===== config.mk =====
export PLATFORM = sky130hd
export DESIGN_NAME = tdss_sequencer
export DESIGN_NICKNAME = d
export VERILOG_FILES = /design/src/design/tdss_pkg.sv /design/src/design/tdss_pulse_timer.sv /design/src/design/tdss_sequencer.sv
export SDC_FILE = /design/constraint.sdc
export NUM_CORES = 1
export LEC_CHECK = 0
export BUFFER_PORTS_ARGS = -buffer_cell sky130_fd_sc_hd__buf_2
export CAP_MARGIN = 10
export CORE_UTILIZATION = 58
export DETAILED_ROUTE_END_ITERATION = 7
export GPL_ROUTABILITY_DRIVEN = 1
export PLACE_DENSITY = 0.86
export SETUP_SLACK_MARGIN = 0.15
export SKIP_CTS_REPAIR_TIMING = 1
export SLEW_MARGIN = 0
export SYNTH_ARGS = -nofsm -noshare
export SYNTH_HDL_FRONTEND = slang
export SYNTH_SLANG_ARGS = --single-unit

===== constraint.sdc =====
create_clock -name core_clk -period 2.63 [get_ports core_clk]
set_input_delay 0.263 -clock core_clk [delete_from_list [all_inputs] [get_ports core_clk]]
set_output_delay 0.263 -clock core_clk [all_outputs]
set_load 0.02 [all_outputs]

===== src/design/tdss_pkg.sv =====
// tdss_pkg: shared constants of the trigger delay sample sequencer.
// assumes a 200 MHz core clock; the sample pulse counts are derived from it here, the sequencer phase step is fixed.
package tdss_pkg;

	////////////////////////////////////////////////////////////////////////////////
	// core clock
	localparam int CORE_PERIOD_PS = 5000;

	// sequencer clock 39.0625 MHz = 200 MHz * 25 / 128, made by a phase accumulator
	localparam logic [6:0] SEQ_PHASE_INC  = 7'h19;
	localparam logic [6:0] SEQ_PHASE_HALF = 7'h40;
	localparam logic [6:0] SEQ_PHASE_RST  = 7'h00;
	localparam int         SEQ_PERIOD_PS  = 25600;

	////////////////////////////////////////////////////////////////////////////////
	// fine delay code: 0 to 25.5 ns in 0.1 ns steps
	localparam int         FINE_CODE_W   = 8;
	localparam int         FINE_STEP_PS  = 100;
	localparam logic [7:0] FINE_CODE_RST = 8'h00;

	////////////////////////////////////////////////////////////////////////////////
	// pulse widths
	localparam int PULSE_W        = 20;
	localparam int SAMPLE1_NS     = 15;
	localparam int SAMPLE1_CYC    = (SAMPLE1_NS * 1000 + CORE_PERIOD_PS - 1) / CORE_PERIOD_PS;
	localparam int SAMPLE2_NS     = 4300000;
	localparam int SAMPLE2_CYC    = SAMPLE2_NS / (CORE_PERIOD_PS / 1000);
	localparam logic [19:0] PULSE_ZERO = 20'h00000;

	////////////////////////////////////////////////////////////////////////////////
	// sequencer states
	typedef enum logic [2:0] {
		SEQ_ARMED,
		SEQ_WAIT_FALL,
		SEQ_COUNT,
		SEQ_FINE,
		SEQ_SAMPLED
	} tdss_state_t;

endpackage


===== src/design/tdss_pulse_timer.sv =====
// tdss_pulse_timer: one-shot pulse of a programmable number of core cycles.
// assumes start is a one-cycle pulse on core_clk; retrigger while busy is ignored.
`timescale 1ns/1ps
module tdss_pulse_timer (
	// clock and reset
	input  wire logic        core_clk,
	input  wire logic        sys_rst,
	// control
	input  wire logic        start,
	input  wire logic [19:0] width,
	// pulse
	output logic             pulse_q
);

	logic [19:0] left_q;
	logic [19:0] left_d;
	logic        pulse_d;

	////////////////////////////////////////////////////////////////////////////////
	// next count and pulse level
	always_comb begin
		left_d  = left_q;
		pulse_d = pulse_q;
		if (start && !pulse_q) begin
			left_d  = width - 20'h00001;
			pulse_d = 1'b1;
		end else if (pulse_q) begin
			if (left_q == tdss_pkg::PULSE_ZERO) begin
				pulse_d = 1'b0;
			end else begin
				left_d = left_q - 20'h00001;
			end
		end
	end

	// registers
	always_ff @(posedge core_clk) begin
		if (sys_rst) begin
			left_q  <= tdss_pkg::PULSE_ZERO;
			pulse_q <= 1'b0;
		end else begin
			left_q  <= left_d;
			pulse_q <= pulse_d;
		end
	end

endmodule


===== src/design/tdss_sequencer.sv =====
// tdss_sequencer: trigger, ramp, sample and interrupt sequencing of the delay board.
// assumes trigger, terminal count and comparator arrive asynchronously from pins;
// host reset, acknowledge and delay load come from logic on core_clk.
`timescale 1ns/1ps
module tdss_sequencer #(
	parameter int SAMPLE2_CYCLES = tdss_pkg::SAMPLE2_CYC
) (
	// clock and reset
	input  wire logic        core_clk,
	input  wire logic        sys_rst,
	// host side
	input  wire logic        hostBoardReset,
	input  wire logic        newDataAck,
	input  wire logic        fineDelayLoad,
	input  wire logic [7:0]  fineDelayCode,
	output logic             irqReq_q,
	output logic             haltActive_q,
	output logic [7:0]       fineDelayDac_q,
	// analog and counter side
	input  wire logic        trigIn,
	input  wire logic        coarseTc,
	input  wire logic        cmpDone,
	output logic             rampOn_q,
	output logic             counterEn_q,
	output logic             holdStart_q,
	output logic             clkGateOn_q,
	output logic             cmpFrozen_q,
	output logic             readyOut_q,
	output logic             armed_status_out_q,
	// sample pulses
	output logic             sample1,
	output logic             syncOut,
	output logic             sample2
);

	////////////////////////////////////////////////////////////////////////////////
	// two-flop synchronisers for pin inputs
	logic [1:0] trigSync_q;
	logic [1:0] tcSync_q;
	logic [1:0] cmpSync_q;
	logic       trigPrev_q;

	always_ff @(posedge core_clk) begin
		if (sys_rst) begin
			trigSync_q <= 2'h3; // a trigger already high at reset is no edge
			tcSync_q   <= 2'h0;
			cmpSync_q  <= 2'h0;
			trigPrev_q <= 1'b1;
		end else begin
			trigSync_q <= {trigSync_q[0], trigIn};
			tcSync_q   <= {tcSync_q[0], coarseTc};
			cmpSync_q  <= {cmpSync_q[0], cmpDone};
			trigPrev_q <= trigSync_q[1];
		end
	end

	wire trigRise = trigSync_q[1] && !trigPrev_q;

	////////////////////////////////////////////////////////////////////////////////
	// sequencer clock phase: fall enable only, at 39.0625 MHz
	logic [6:0] phase_q;
	logic [6:0] phase_d;
	logic       seqFall;

	always_comb begin
		phase_d = phase_q + tdss_pkg::SEQ_PHASE_INC;
		seqFall = (phase_q < tdss_pkg::SEQ_PHASE_HALF) &&
			(phase_d >= tdss_pkg::SEQ_PHASE_HALF);
	end

	always_ff @(posedge core_clk) begin
		if (sys_rst) begin
			phase_q <= tdss_pkg::SEQ_PHASE_RST;
		end else begin
			phase_q <= phase_d;
		end
	end

	////////////////////////////////////////////////////////////////////////////////
	// pulse shaper timers
	logic sampleFire;
	logic s1Pulse;
	logic s2Pulse;
	logic s2Prev_q;

	tdss_pulse_timer u_sample1 (
		.core_clk (core_clk),
		.sys_rst  (sys_rst),
		.start    (sampleFire),
		.width    (20'(tdss_pkg::SAMPLE1_CYC)),
		.pulse_q  (s1Pulse)
	);

	tdss_pulse_timer u_sample2 (
		.core_clk (core_clk),
		.sys_rst  (sys_rst),
		.start    (sampleFire),
		.width    (20'(SAMPLE2_CYCLES)),
		.pulse_q  (s2Pulse)
	);

	assign sample1 = s1Pulse;
	assign syncOut = s1Pulse;
	assign sample2 = s2Pulse;

	wire s2Rise = s2Pulse && !s2Prev_q;

	////////////////////////////////////////////////////////////////////////////////
	// sequencer state and outputs
	tdss_pkg::tdss_state_t state_q;
	tdss_pkg::tdss_state_t state_d;
	logic blocked_q;
	logic blocked_d;
	logic rampOn_d;
	logic counterEn_d;
	logic holdStart_d;
	logic clkGateOn_d;
	logic cmpFrozen_d;
	logic readyOut_d;
	logic armed_d;
	logic irq_d;
	logic halt_d;
	logic [7:0] fine_d;

	always_comb begin
		state_d     = state_q;
		blocked_d   = blocked_q;
		rampOn_d    = rampOn_q;
		counterEn_d = counterEn_q;
		holdStart_d = 1'b0;
		clkGateOn_d = clkGateOn_q;
		cmpFrozen_d = cmpFrozen_q;
		readyOut_d  = readyOut_q;
		armed_d     = armed_status_out_q;
		halt_d      = haltActive_q;
		fine_d      = fineDelayDac_q;
		sampleFire  = 1'b0;
		if (fineDelayLoad) begin
			fine_d = fineDelayCode;
		end
		case (state_q)
			tdss_pkg::SEQ_ARMED: begin
				if (trigRise && !blocked_q) begin
					state_d     = tdss_pkg::SEQ_WAIT_FALL;
					rampOn_d    = 1'b1;
					counterEn_d = 1'b1;
					holdStart_d = 1'b1;
					armed_d     = 1'b0;
					halt_d      = 1'b1;
				end
			end
			tdss_pkg::SEQ_WAIT_FALL: begin
				if (seqFall) begin
					state_d     = tdss_pkg::SEQ_COUNT;
					rampOn_d    = 1'b0;
					clkGateOn_d = 1'b1;
				end
			end
			tdss_pkg::SEQ_COUNT: begin
				if (tcSync_q[1]) begin
					state_d  = tdss_pkg::SEQ_FINE;
					rampOn_d = 1'b1;
				end
			end
			tdss_pkg::SEQ_FINE: begin
				if (cmpSync_q[1]) begin
					state_d     = tdss_pkg::SEQ_SAMPLED;
					rampOn_d    = 1'b0;
					clkGateOn_d = 1'b0;
					counterEn_d = 1'b0;
					cmpFrozen_d = 1'b1;
					readyOut_d  = 1'b1;
					armed_d     = 1'b1;
					sampleFire  = 1'b1;
				end
			end
			tdss_pkg::SEQ_SAMPLED: begin
				state_d = tdss_pkg::SEQ_SAMPLED; // held until board reset
			end
			default: begin
				state_d = tdss_pkg::SEQ_ARMED;
			end
		endcase
		if (hostBoardReset) begin
			state_d     = tdss_pkg::SEQ_ARMED;
			blocked_d   = 1'b0;
			rampOn_d    = 1'b0;
			counterEn_d = 1'b0;
			clkGateOn_d = 1'b0;
			cmpFrozen_d = 1'b0;
			readyOut_d  = 1'b0;
			armed_d     = 1'b1;
		end
		// sample2 set wins over a coincident board reset
		if (s2Rise) begin
			blocked_d = 1'b1;
			halt_d    = 1'b0;
		end
		// set wins over acknowledge
		irq_d = s2Rise || (irqReq_q && !newDataAck);
	end

	always_ff @(posedge core_clk) begin
		if (sys_rst) begin
			state_q            <= tdss_pkg::SEQ_ARMED;
			blocked_q          <= 1'b0;
			rampOn_q           <= 1'b0;
			counterEn_q        <= 1'b0;
			holdStart_q        <= 1'b0;
			clkGateOn_q        <= 1'b0;
			cmpFrozen_q        <= 1'b0;
			readyOut_q         <= 1'b0;
			armed_status_out_q <= 1'b1;
			irqReq_q           <= 1'b0;
			haltActive_q       <= 1'b0;
			fineDelayDac_q     <= tdss_pkg::FINE_CODE_RST;
			s2Prev_q           <= 1'b0;
		end else begin
			state_q            <= state_d;
			blocked_q          <= blocked_d;
			rampOn_q           <= rampOn_d;
			counterEn_q        <= counterEn_d;
			holdStart_q        <= holdStart_d;
			clkGateOn_q        <= clkGateOn_d;
			cmpFrozen_q        <= cmpFrozen_d;
			readyOut_q         <= readyOut_d;
			armed_status_out_q <= armed_d;
			irqReq_q           <= irq_d;
			haltActive_q       <= halt_d;
			fineDelayDac_q     <= fine_d;
			s2Prev_q           <= s2Pulse;
		end
	end

endmodule


==> load_flow_metrics.sql, run 1 <==
INSERT INTO impl_metrics (metric_group, metric, value, unit) VALUES
('sta', 'setup-violations-final', '0', ''),
('critical_path', 'timing.rr.start', 'u_sample2.pulse_q', ''),
('sta', 'finalWorstSetupSlack', '0.338', 'ns'),
('final_layout', 'num_antenna_cells', '0', ''),
('route', 'detail_route.vias_per_cell', '6.11', ''),
('yosys', 'synth-edff-count', '0', ''),
('cts', 'tritoncts', 'yes', ''),
('cts', 'cts_buffers', '9', ''),
('yosys', 'synth.distinct_cells', '57', ''),
('sta', 'timing_hold_violations_final', '0', ''),
('floorplanning', 'core_area', '5960', 'sq um'),
('yosys', 'synth_simple_gate_area_share', '27.2', '%'),
('cts', 'clockBufferDepth', '2', ''),
('yosys', 'netlist_area', '3600', 'sq um'),
('global_routing', 'grt_start_max_net_pins', '38', ''),
('yosys', 'ys_seq_elements', '77', ''),
('floorplanning', 'number_of_top_level_design_ports', '36', ''),
('route', 'drt_drc_violations_left', '0', ''),
('route', 'ant_nets', '0', ''),
('floorplanning', 'die_x_extent', '80.8', 'um'),
('sta', 'fin_worst_hold_slack', '0.0957', 'ns'),
('global_routing', 'first_global_vias', '2852', ''),
('yosys', 'synth-warning-count', '0', ''),
('critical_path', 'timing.critical_path.from_type', 'flip-flop', ''),
('yosys', 'ys_async_sr_fraction', '0', '%'),
('job', 'max_cap_violations', '0', ''),
('sta', 'finalCritPeriodShare', '87.2', '%'),
('yosys', 'post_synth_adder_cell_area', '2.09', '%'),
('critical_path', 'critical_path.reg2reg.endpoint', 'u_sample2.left_q[15]', ''),
('yosys', 'synth_area_in_xor_xnor', '0.974', '%'),
('critical_path', 'cp.arrival', '2.57', 'ns'),
('global_routing', 'first_pass_grt_wire_length', '12.9', 'mm'),
('critical_path', 'worst_ep_required_time', '2.91', 'ns'),
('yosys', 'synth_compound_area_share', '17.7', '%'),
('critical_path', 'timing.critical_path.fanout_max', '10', ''),
('critical_path', 'setup.worst_path.end', 'u_sample2.left_q[15]', ''),
('floorplanning', 'initial_utilization', '60.4', '%'),
('power_and_ir_drop', 'power.ir.vdd_worst', '0.000399', 'V'),
('sta', 'maxSlewViolCount', '0', ''),
('route', 'drt_total_wl', '7.92', 'mm'),
('final_layout', 'nNetsFinal', '456', ''),
('power_and_ir_drop', 'final_power', '2310', 'uW'),
('placement', 'detailed_placement_wirelength_estimate', '5.58', 'mm'),
('cts', 'cts.reportedPaths.clkPinSlew', '0.08', 'ns'),
('yosys', 'avgSynthCellArea', '8.93', 'sq um'),
('yosys', 'synth.net_count', '425', ''),
('final_layout', 'most-common-layout-cells', 'sky130_fd_sc_hd__dfxtp_1 (77), sky130_fd_sc_hd__buf_2 (35), sky130_fd_sc_hd__nor2_1 (34), sky130_fd_sc_hd__a21oi_1 (26), sky130_fd_sc_hd__nand2_1 (26)', ''),
('placement', 'dp_slack', '0.384', 'ns'),
('outcome', 'outcome', 'complete, no violations', ''),
('worst_hold_path', 'min_path_type', 'in -> reg', ''),
('critical_path', 'cp-startpoint', 'u_sample2.pulse_q', ''),
('worst_hold_path', 'min_from', 'trigIn', ''),
('floorplanning', 'die_h', '80.8', 'um'),
('placement', 'place_congestion', '0.888', ''),
('route', 'post_drt_wl_per_cell', '15.4', 'um'),
('sta', 'worst_slew_margin_rel', '65.6', '%'),
('floorplanning', 'dieArea', '6520', 'sq um'),
('placement', 'io_buf_count', '35', ''),
('final_layout', 'layout_overhead_on_the_synthesized_area', '12.3', '%'),
('final_layout', 'most_common_cell_after_layout_fill_and_taps_aside', 'sky130_fd_sc_hd__dfxtp_1', ''),
('yosys', 'yosys-mux-area-fraction', '4.73', '%'),
('critical_path', 'reg2reg_setup_slack', '0.34', 'ns'),
('final_layout', 'drive_above_1_share', '16.9', '%'),
('yosys', 'seq_area_frac_synth', '42.8', '%'),
('sta', 'worst_pin_slew', '0.502', 'ns'),
('cts', 'cts_root_buf', 'sky130_fd_sc_hd__clkbuf_8', ''),
('power_and_ir_drop', 'leakage', '0.00159', 'uW'),
('yosys', 'dominant_combinational_cell_family_by_area_after_synthesis', 'simple AND/OR/NAND/NOR gates', ''),
('sta', 'final_tns_setup', '0', 'ns'),
('critical_path', 'worstRegToRegCells', '4', ''),
('cts', 'h-tree-depth', '3', '');
## state kept, by name, summed over array words and instances (netlist names), 2 cells and up
name              flops
fineDelayDac_q        8
tcSync_q              2
u_sample2.left_q     20
cmpSync_q             2
u_sample1.left_q     20
trigSync_q            2
state_q               3
phase_q               7
## through the flow
stage | instance area, sq um | instances
after detailed placement | 3820 | 498
after CTS | 4040 | 514
after global routing | 4040 | 514
after floorplan | 3600 | 403
after global placement | 3820 | 498
final | 4040 | 514
## logic make-up after synthesis
logic type,count (synthesis)
AOI/OAI and AO/OA,96
xor gates and xnor gates,4
adders and majority gates,6
buffers and inverters,35
DFF,77
muxes,17
and+or+nand+nor,168
## critical path: stages, from the launching register on
cell	delay [ns]
sky130_fd_sc_hd__dfxtp_1	0.52
sky130_fd_sc_hd__or4b_1	0.60
sky130_fd_sc_hd__or4_1	0.55
sky130_fd_sc_hd__or4_1	0.41
sky130_fd_sc_hd__a21oi_1	0.14
## Yosys cell counts (2+ instances only)
cell type | n | share of area, %
sky130_fd_sc_hd__or2_2 | 6 | 1.0
sky130_fd_sc_hd__xnor2_1 | 3 | 0.73
sky130_fd_sc_hd__a2111o_1 | 3 | 0.94
sky130_fd_sc_hd__buf_4 | 2 | 0.42
sky130_fd_sc_hd__o211ai_1 | 2 | 0.42
sky130_fd_sc_hd__nor3b_1 | 2 | 0.42
sky130_fd_sc_hd__nand2_1 | 26 | 2.7
sky130_fd_sc_hd__a21o_1 | 3 | 0.63
sky130_fd_sc_hd__nor4_1 | 13 | 2.3
sky130_fd_sc_hd__nor2b_1 | 10 | 1.7
sky130_fd_sc_hd__clkbuf_1 | 16 | 1.7
sky130_fd_sc_hd__mux2i_1 | 17 | 4.7
sky130_fd_sc_hd__a211oi_1 | 8 | 1.7
sky130_fd_sc_hd__a21oi_1 | 26 | 3.6
sky130_fd_sc_hd__nand2b_1 | 19 | 3.3
sky130_fd_sc_hd__nor3_1 | 8 | 1.1
sky130_fd_sc_hd__nand3_1 | 4 | 0.56
sky130_fd_sc_hd__ha_1 | 6 | 2.1
sky130_fd_sc_hd__a2111oi_0 | 3 | 0.73
sky130_fd_sc_hd__or4_1 | 14 | 2.9
sky130_fd_sc_hd__a211o_1 | 2 | 0.49
sky130_fd_sc_hd__or3b_2 | 2 | 0.49
sky130_fd_sc_hd__o21ai_0 | 18 | 2.5
sky130_fd_sc_hd__dfxtp_1 | 77 | 43
sky130_fd_sc_hd__buf_6 | 2 | 0.63
sky130_fd_sc_hd__o41ai_1 | 3 | 0.73
sky130_fd_sc_hd__or3_1 | 10 | 1.7
sky130_fd_sc_hd__o211a_1 | 2 | 0.56
sky130_fd_sc_hd__nand3b_1 | 3 | 0.63
sky130_fd_sc_hd__o31ai_1 | 7 | 1.5
sky130_fd_sc_hd__nand4b_1 | 3 | 0.73
sky130_fd_sc_hd__buf_2 | 5 | 0.70
sky130_fd_sc_hd__a31oi_1 | 9 | 1.6
sky130_fd_sc_hd__nor4b_1 | 3 | 0.73
sky130_fd_sc_hd__inv_1 | 9 | 0.94
sky130_fd_sc_hd__or4_4 | 3 | 0.94
sky130_fd_sc_hd__nor2_1 | 34 | 3.5
## layout make-up
cell class / count / area [sq um]
fill: 479 / 1910
multi-input combinational: 291 / 1900
sequential: 77 / 1540
timing repair buffer: 45 / 250
clock buffer: 10 / 128
clock inverter: 6 / 93.8
tap: 75 / 93.8
inverter: 10 / 37.5
## report_power, final
group,internal (uW),total (uW),switching [uW]
Combinational,50.2,119,68.9
Clock,543,988,445
Sequential,1190,1210,14.7
## worst min path at each step
| stage | slack, ns | cells after the start | endpoint |
|---|---|---|---|
| 6_report | 0.1 | 2 | trigSync_q[0] |
| 2_1_floorplan | 0.37 | 1 | trigSync_q[0] |
| 3_5_place_dp | 0.40 | 1 | trigSync_q[1] |
| 3_3_place_gp | 0.40 | 1 | trigSync_q[1] |
| 4_1_cts | 0.09 | 2 | trigSync_q[0] |
| 5_1_grt | 0.09 | 2 | trigSync_q[0] |
## per-layer routing
layer,vias up,share of wire [%],global-route usage (%)
li1,1556,-,-
met1,1487,44,31.1
met2,88,50,44.5
met3,12,4.8,4.16
met4,0,1.5,12.5
met5,-,0,0
(Power assumes the default switching activity.)
==> run 2, diff against run 1 <==
--- a/config.mk
+++ b/config.mk
@@ -7,10 +7,11 @@
 export LEC_CHECK = 0
 export BUFFER_PORTS_ARGS = -buffer_cell sky130_fd_sc_hd__buf_2
 export CAP_MARGIN = 10
-export CORE_UTILIZATION = 58
+export CORE_ASPECT_RATIO = 1.2
+export CORE_UTILIZATION = 40
 export DETAILED_ROUTE_END_ITERATION = 7
 export GPL_ROUTABILITY_DRIVEN = 1
-export PLACE_DENSITY = 0.86
+export PLACE_DENSITY = 0.65
 export SETUP_SLACK_MARGIN = 0.15
 export SKIP_CTS_REPAIR_TIMING = 1
 export SLEW_MARGIN = 0
==> run 2 against run 1 <==
Effect of this change:
- sequential cell count stayed put
- sequential share of layout area shrank 0.11 points
- global-route usage down 8.3 points
==> load_flow_metrics.sql, run 2 (synthesized netlist as in run 1, its figures left out) <==
INSERT INTO impl_metrics (metric_group, metric, value, unit) VALUES
('outcome', 'outcome', 'complete, no violations', ''),
('critical_path', 'timing.rr.start', 'u_sample2.pulse_q', ''),
('power_and_ir_drop', 'final_power', '2200', 'uW'),
('final_layout', 'biggestRegsByFlops', 'u_sample1.left_q (20), u_sample2.left_q (20), fineDelayDac_q (8)', ''),
('critical_path', 'worst-setup-path-type', 'reg -> reg', ''),
('sta', 'finalCriticalPeriod', '2.27', 'ns'),
('global_routing', 'grt_remaining_overflow', '0', ''),
('worst_hold_path', 'min_path_type', 'in -> reg', ''),
('placement', 'place_congestion', '0.856', ''),
('job', 'max_cap_violations', '0', ''),
('critical_path', 'path_common_cell', 'sky130_fd_sc_hd__or4_1', ''),
('critical_path', 'timing.critical_path.from_type', 'flip-flop', ''),
('sta', 'timing.clock.skew', '0.00843', 'ns'),
('sta', 'rsz0062_at_grt', 'no', ''),
('final_layout', 'num_antenna_cells', '0', ''),
('global_routing', 'global_route.usage.met2', '29.1', '%'),
('floorplanning', 'die_h', '106', 'um'),
('critical_path', 'timing.critical_path.fanout_max', '10', ''),
('sta', 'highest_clock_frequency_the_design_can_meet', '441', 'MHz'),
('floorplanning', 'floorplan.rows', '37', ''),
('global_routing', 'global_routing_usage_on_met1', '21.5', '%'),
('sta', 'finalCritPeriodShare', '86.2', '%'),
('route', 'post_drt_wl_per_cell', '13.9', 'um'),
('critical_path', 'cp.arrival', '2.55', 'ns'),
('power_and_ir_drop', 'power.ir.vdd_worst', '0.000224', 'V'),
('route', 'ant_nets', '0', ''),
('critical_path', 'timing.critical_path.cells', 'or4b_1, or4_1, or4_1, a21oi_1', ''),
('cts', 'clock_latency', '0.35', 'ns'),
('placement', 'detailed_placement_wirelength_estimate', '5.47', 'mm'),
('global_routing', 'grt_antenna_before_repair', '0', ''),
('sta', 'setup-violations-final', '0', ''),
('critical_path', 'critPathBufInv', '0', ''),
('power_and_ir_drop', 'leakage', '0.00157', 'uW'),
('sta', 'maxSlewViolCount', '0', ''),
('critical_path', 'timing.critical_path.to_type', 'flip-flop', ''),
('final_layout', 'drive_above_1_share', '16.7', '%'),
('floorplanning', 'die_x_extent', '88.6', 'um'),
('cts', 'cts.sink_count', '77', ''),
('route', 'routed-via-count', '3037', ''),
('critical_path', 'slowest_delay', '0.60', 'ns'),
('route', 'first_iter_violations', '108', ''),
('critical_path', 'critPathTopFamily', 'simple AND/OR/NAND/NOR gates', ''),
('cts', 'clockBufferDepth', '2', ''),
('route', 'drt_drc_violations_left', '0', ''),
('final_layout', 'nNetsFinal', '455', ''),
('global_routing', 'globalRoute.busiestLayer', 'met2', ''),
('critical_path', 'cp-startpoint', 'u_sample2.pulse_q', ''),
('final_layout', 'layout_overhead_on_the_synthesized_area', '12.6', '%'),
('cts', 'cts.reportedPaths.clkPinSlew', '0.08', 'ns'),
('placement', 'io_buf_count', '35', ''),
('power_and_ir_drop', 'pwr_density_cell', '543', 'nW/um^2'),
('floorplanning', 'core_area', '8660', 'sq um'),
('final_layout', 'finish.utilization', '46.8', '%'),
('cts', 'tritoncts', 'yes', ''),
('route', 'drt_total_wl', '7.70', 'mm'),
('global_routing', 'first_pass_grt_wire_length', '12.8', 'mm'),
('cts', 'h-tree-depth', '3', ''),
('global_routing', 'grt_start_max_net_pins', '29', ''),
('critical_path', 'worst_ep_required_time', '2.91', 'ns'),
('floorplanning', 'initial_utilization', '41.6', '%'),
('final_layout', 'most_common_cell_after_layout_fill_and_taps_aside', 'sky130_fd_sc_hd__dfxtp_1', ''),
('global_routing', 'first_global_vias', '2813', ''),
('floorplanning', 'number_of_top_level_design_ports', '36', ''),
('global_routing', 'grt_use_total', '17.5', '%'),
('sta', 'worst_pin_slew', '0.641', 'ns'),
('route', 'detail_route.vias_per_cell', '5.48', ''),
('cts', 'cts_buffers', '9', ''),
('floorplanning', 'dieArea', '9380', 'sq um'),
('critical_path', 'cp_slowest_cell', 'sky130_fd_sc_hd__or4b_1', ''),
('sta', 'timing_hold_violations_final', '0', ''),
('cts', 'cts_root_buf', 'sky130_fd_sc_hd__clkbuf_8', ''),
('sta', 'worst_slew_margin_rel', '57.1', '%'),
('worst_hold_path', 'min_from', 'trigIn', ''),
('route', 'drt_pass1_iterations', '4', ''),
('global_routing', 'groute.layer.met3.usage', '3.26', '%'),
('final_layout', 'most-common-layout-cells', 'sky130_fd_sc_hd__dfxtp_1 (77), sky130_fd_sc_hd__buf_2 (35), sky130_fd_sc_hd__nor2_1 (34), sky130_fd_sc_hd__a21oi_1 (26), sky130_fd_sc_hd__nand2_1 (26)', ''),
('sta', 'final_tns_setup', '0', 'ns');
-- run 2: power by group --
part	internal (uW)	leakage, uW	switching, uW
clock	433	0.0000915	443
combinational	51.2	0.000849	66.4
sequential	1190	0.000625	14.1
-- run 2: layer usage --
metal / share of wire, % / wire length (um)
met1: 47 / 3630
met2: 47 / 3640
met3: 3.4 / 264
met4: 2.0 / 153
met5: 0 / 0
-- run 2: layout make-up --
cell class	count	area [sq um]
Fill cell	874	4600
Multi-Input combinational cell	291	1900
Inverter	10	37.5
Tap cell	117	146
Clock buffer	9	124
Clock inverter	6	63.8
Sequential cell	77	1540
Timing Repair Buffer	44	243
-- run 2: stage by stage --
stage	cell area, sq um	hold WS [ns]	cells	setup WS, ns
2_1_floorplan	3600	0.367	403	0.357
3_3_place_gp	3860	0.411	539	0.432
3_5_place_dp	3860	0.408	539	0.408
4_1_cts	4050	0.0867	554	0.377
5_1_grt	4050	0.0916	554	0.238
6_report	4050	0.0957	554	0.363
-- run 2: final timing paths --
kind	to	slack, ns	depth (start not counted)
min reg2reg	trigSync_q[1]	0.42	1
max	u_sample2.left_q[15]	0.36	4
max reg2reg	u_sample2.left_q[15]	0.36	4
min	trigSync_q[0]	0.1	2
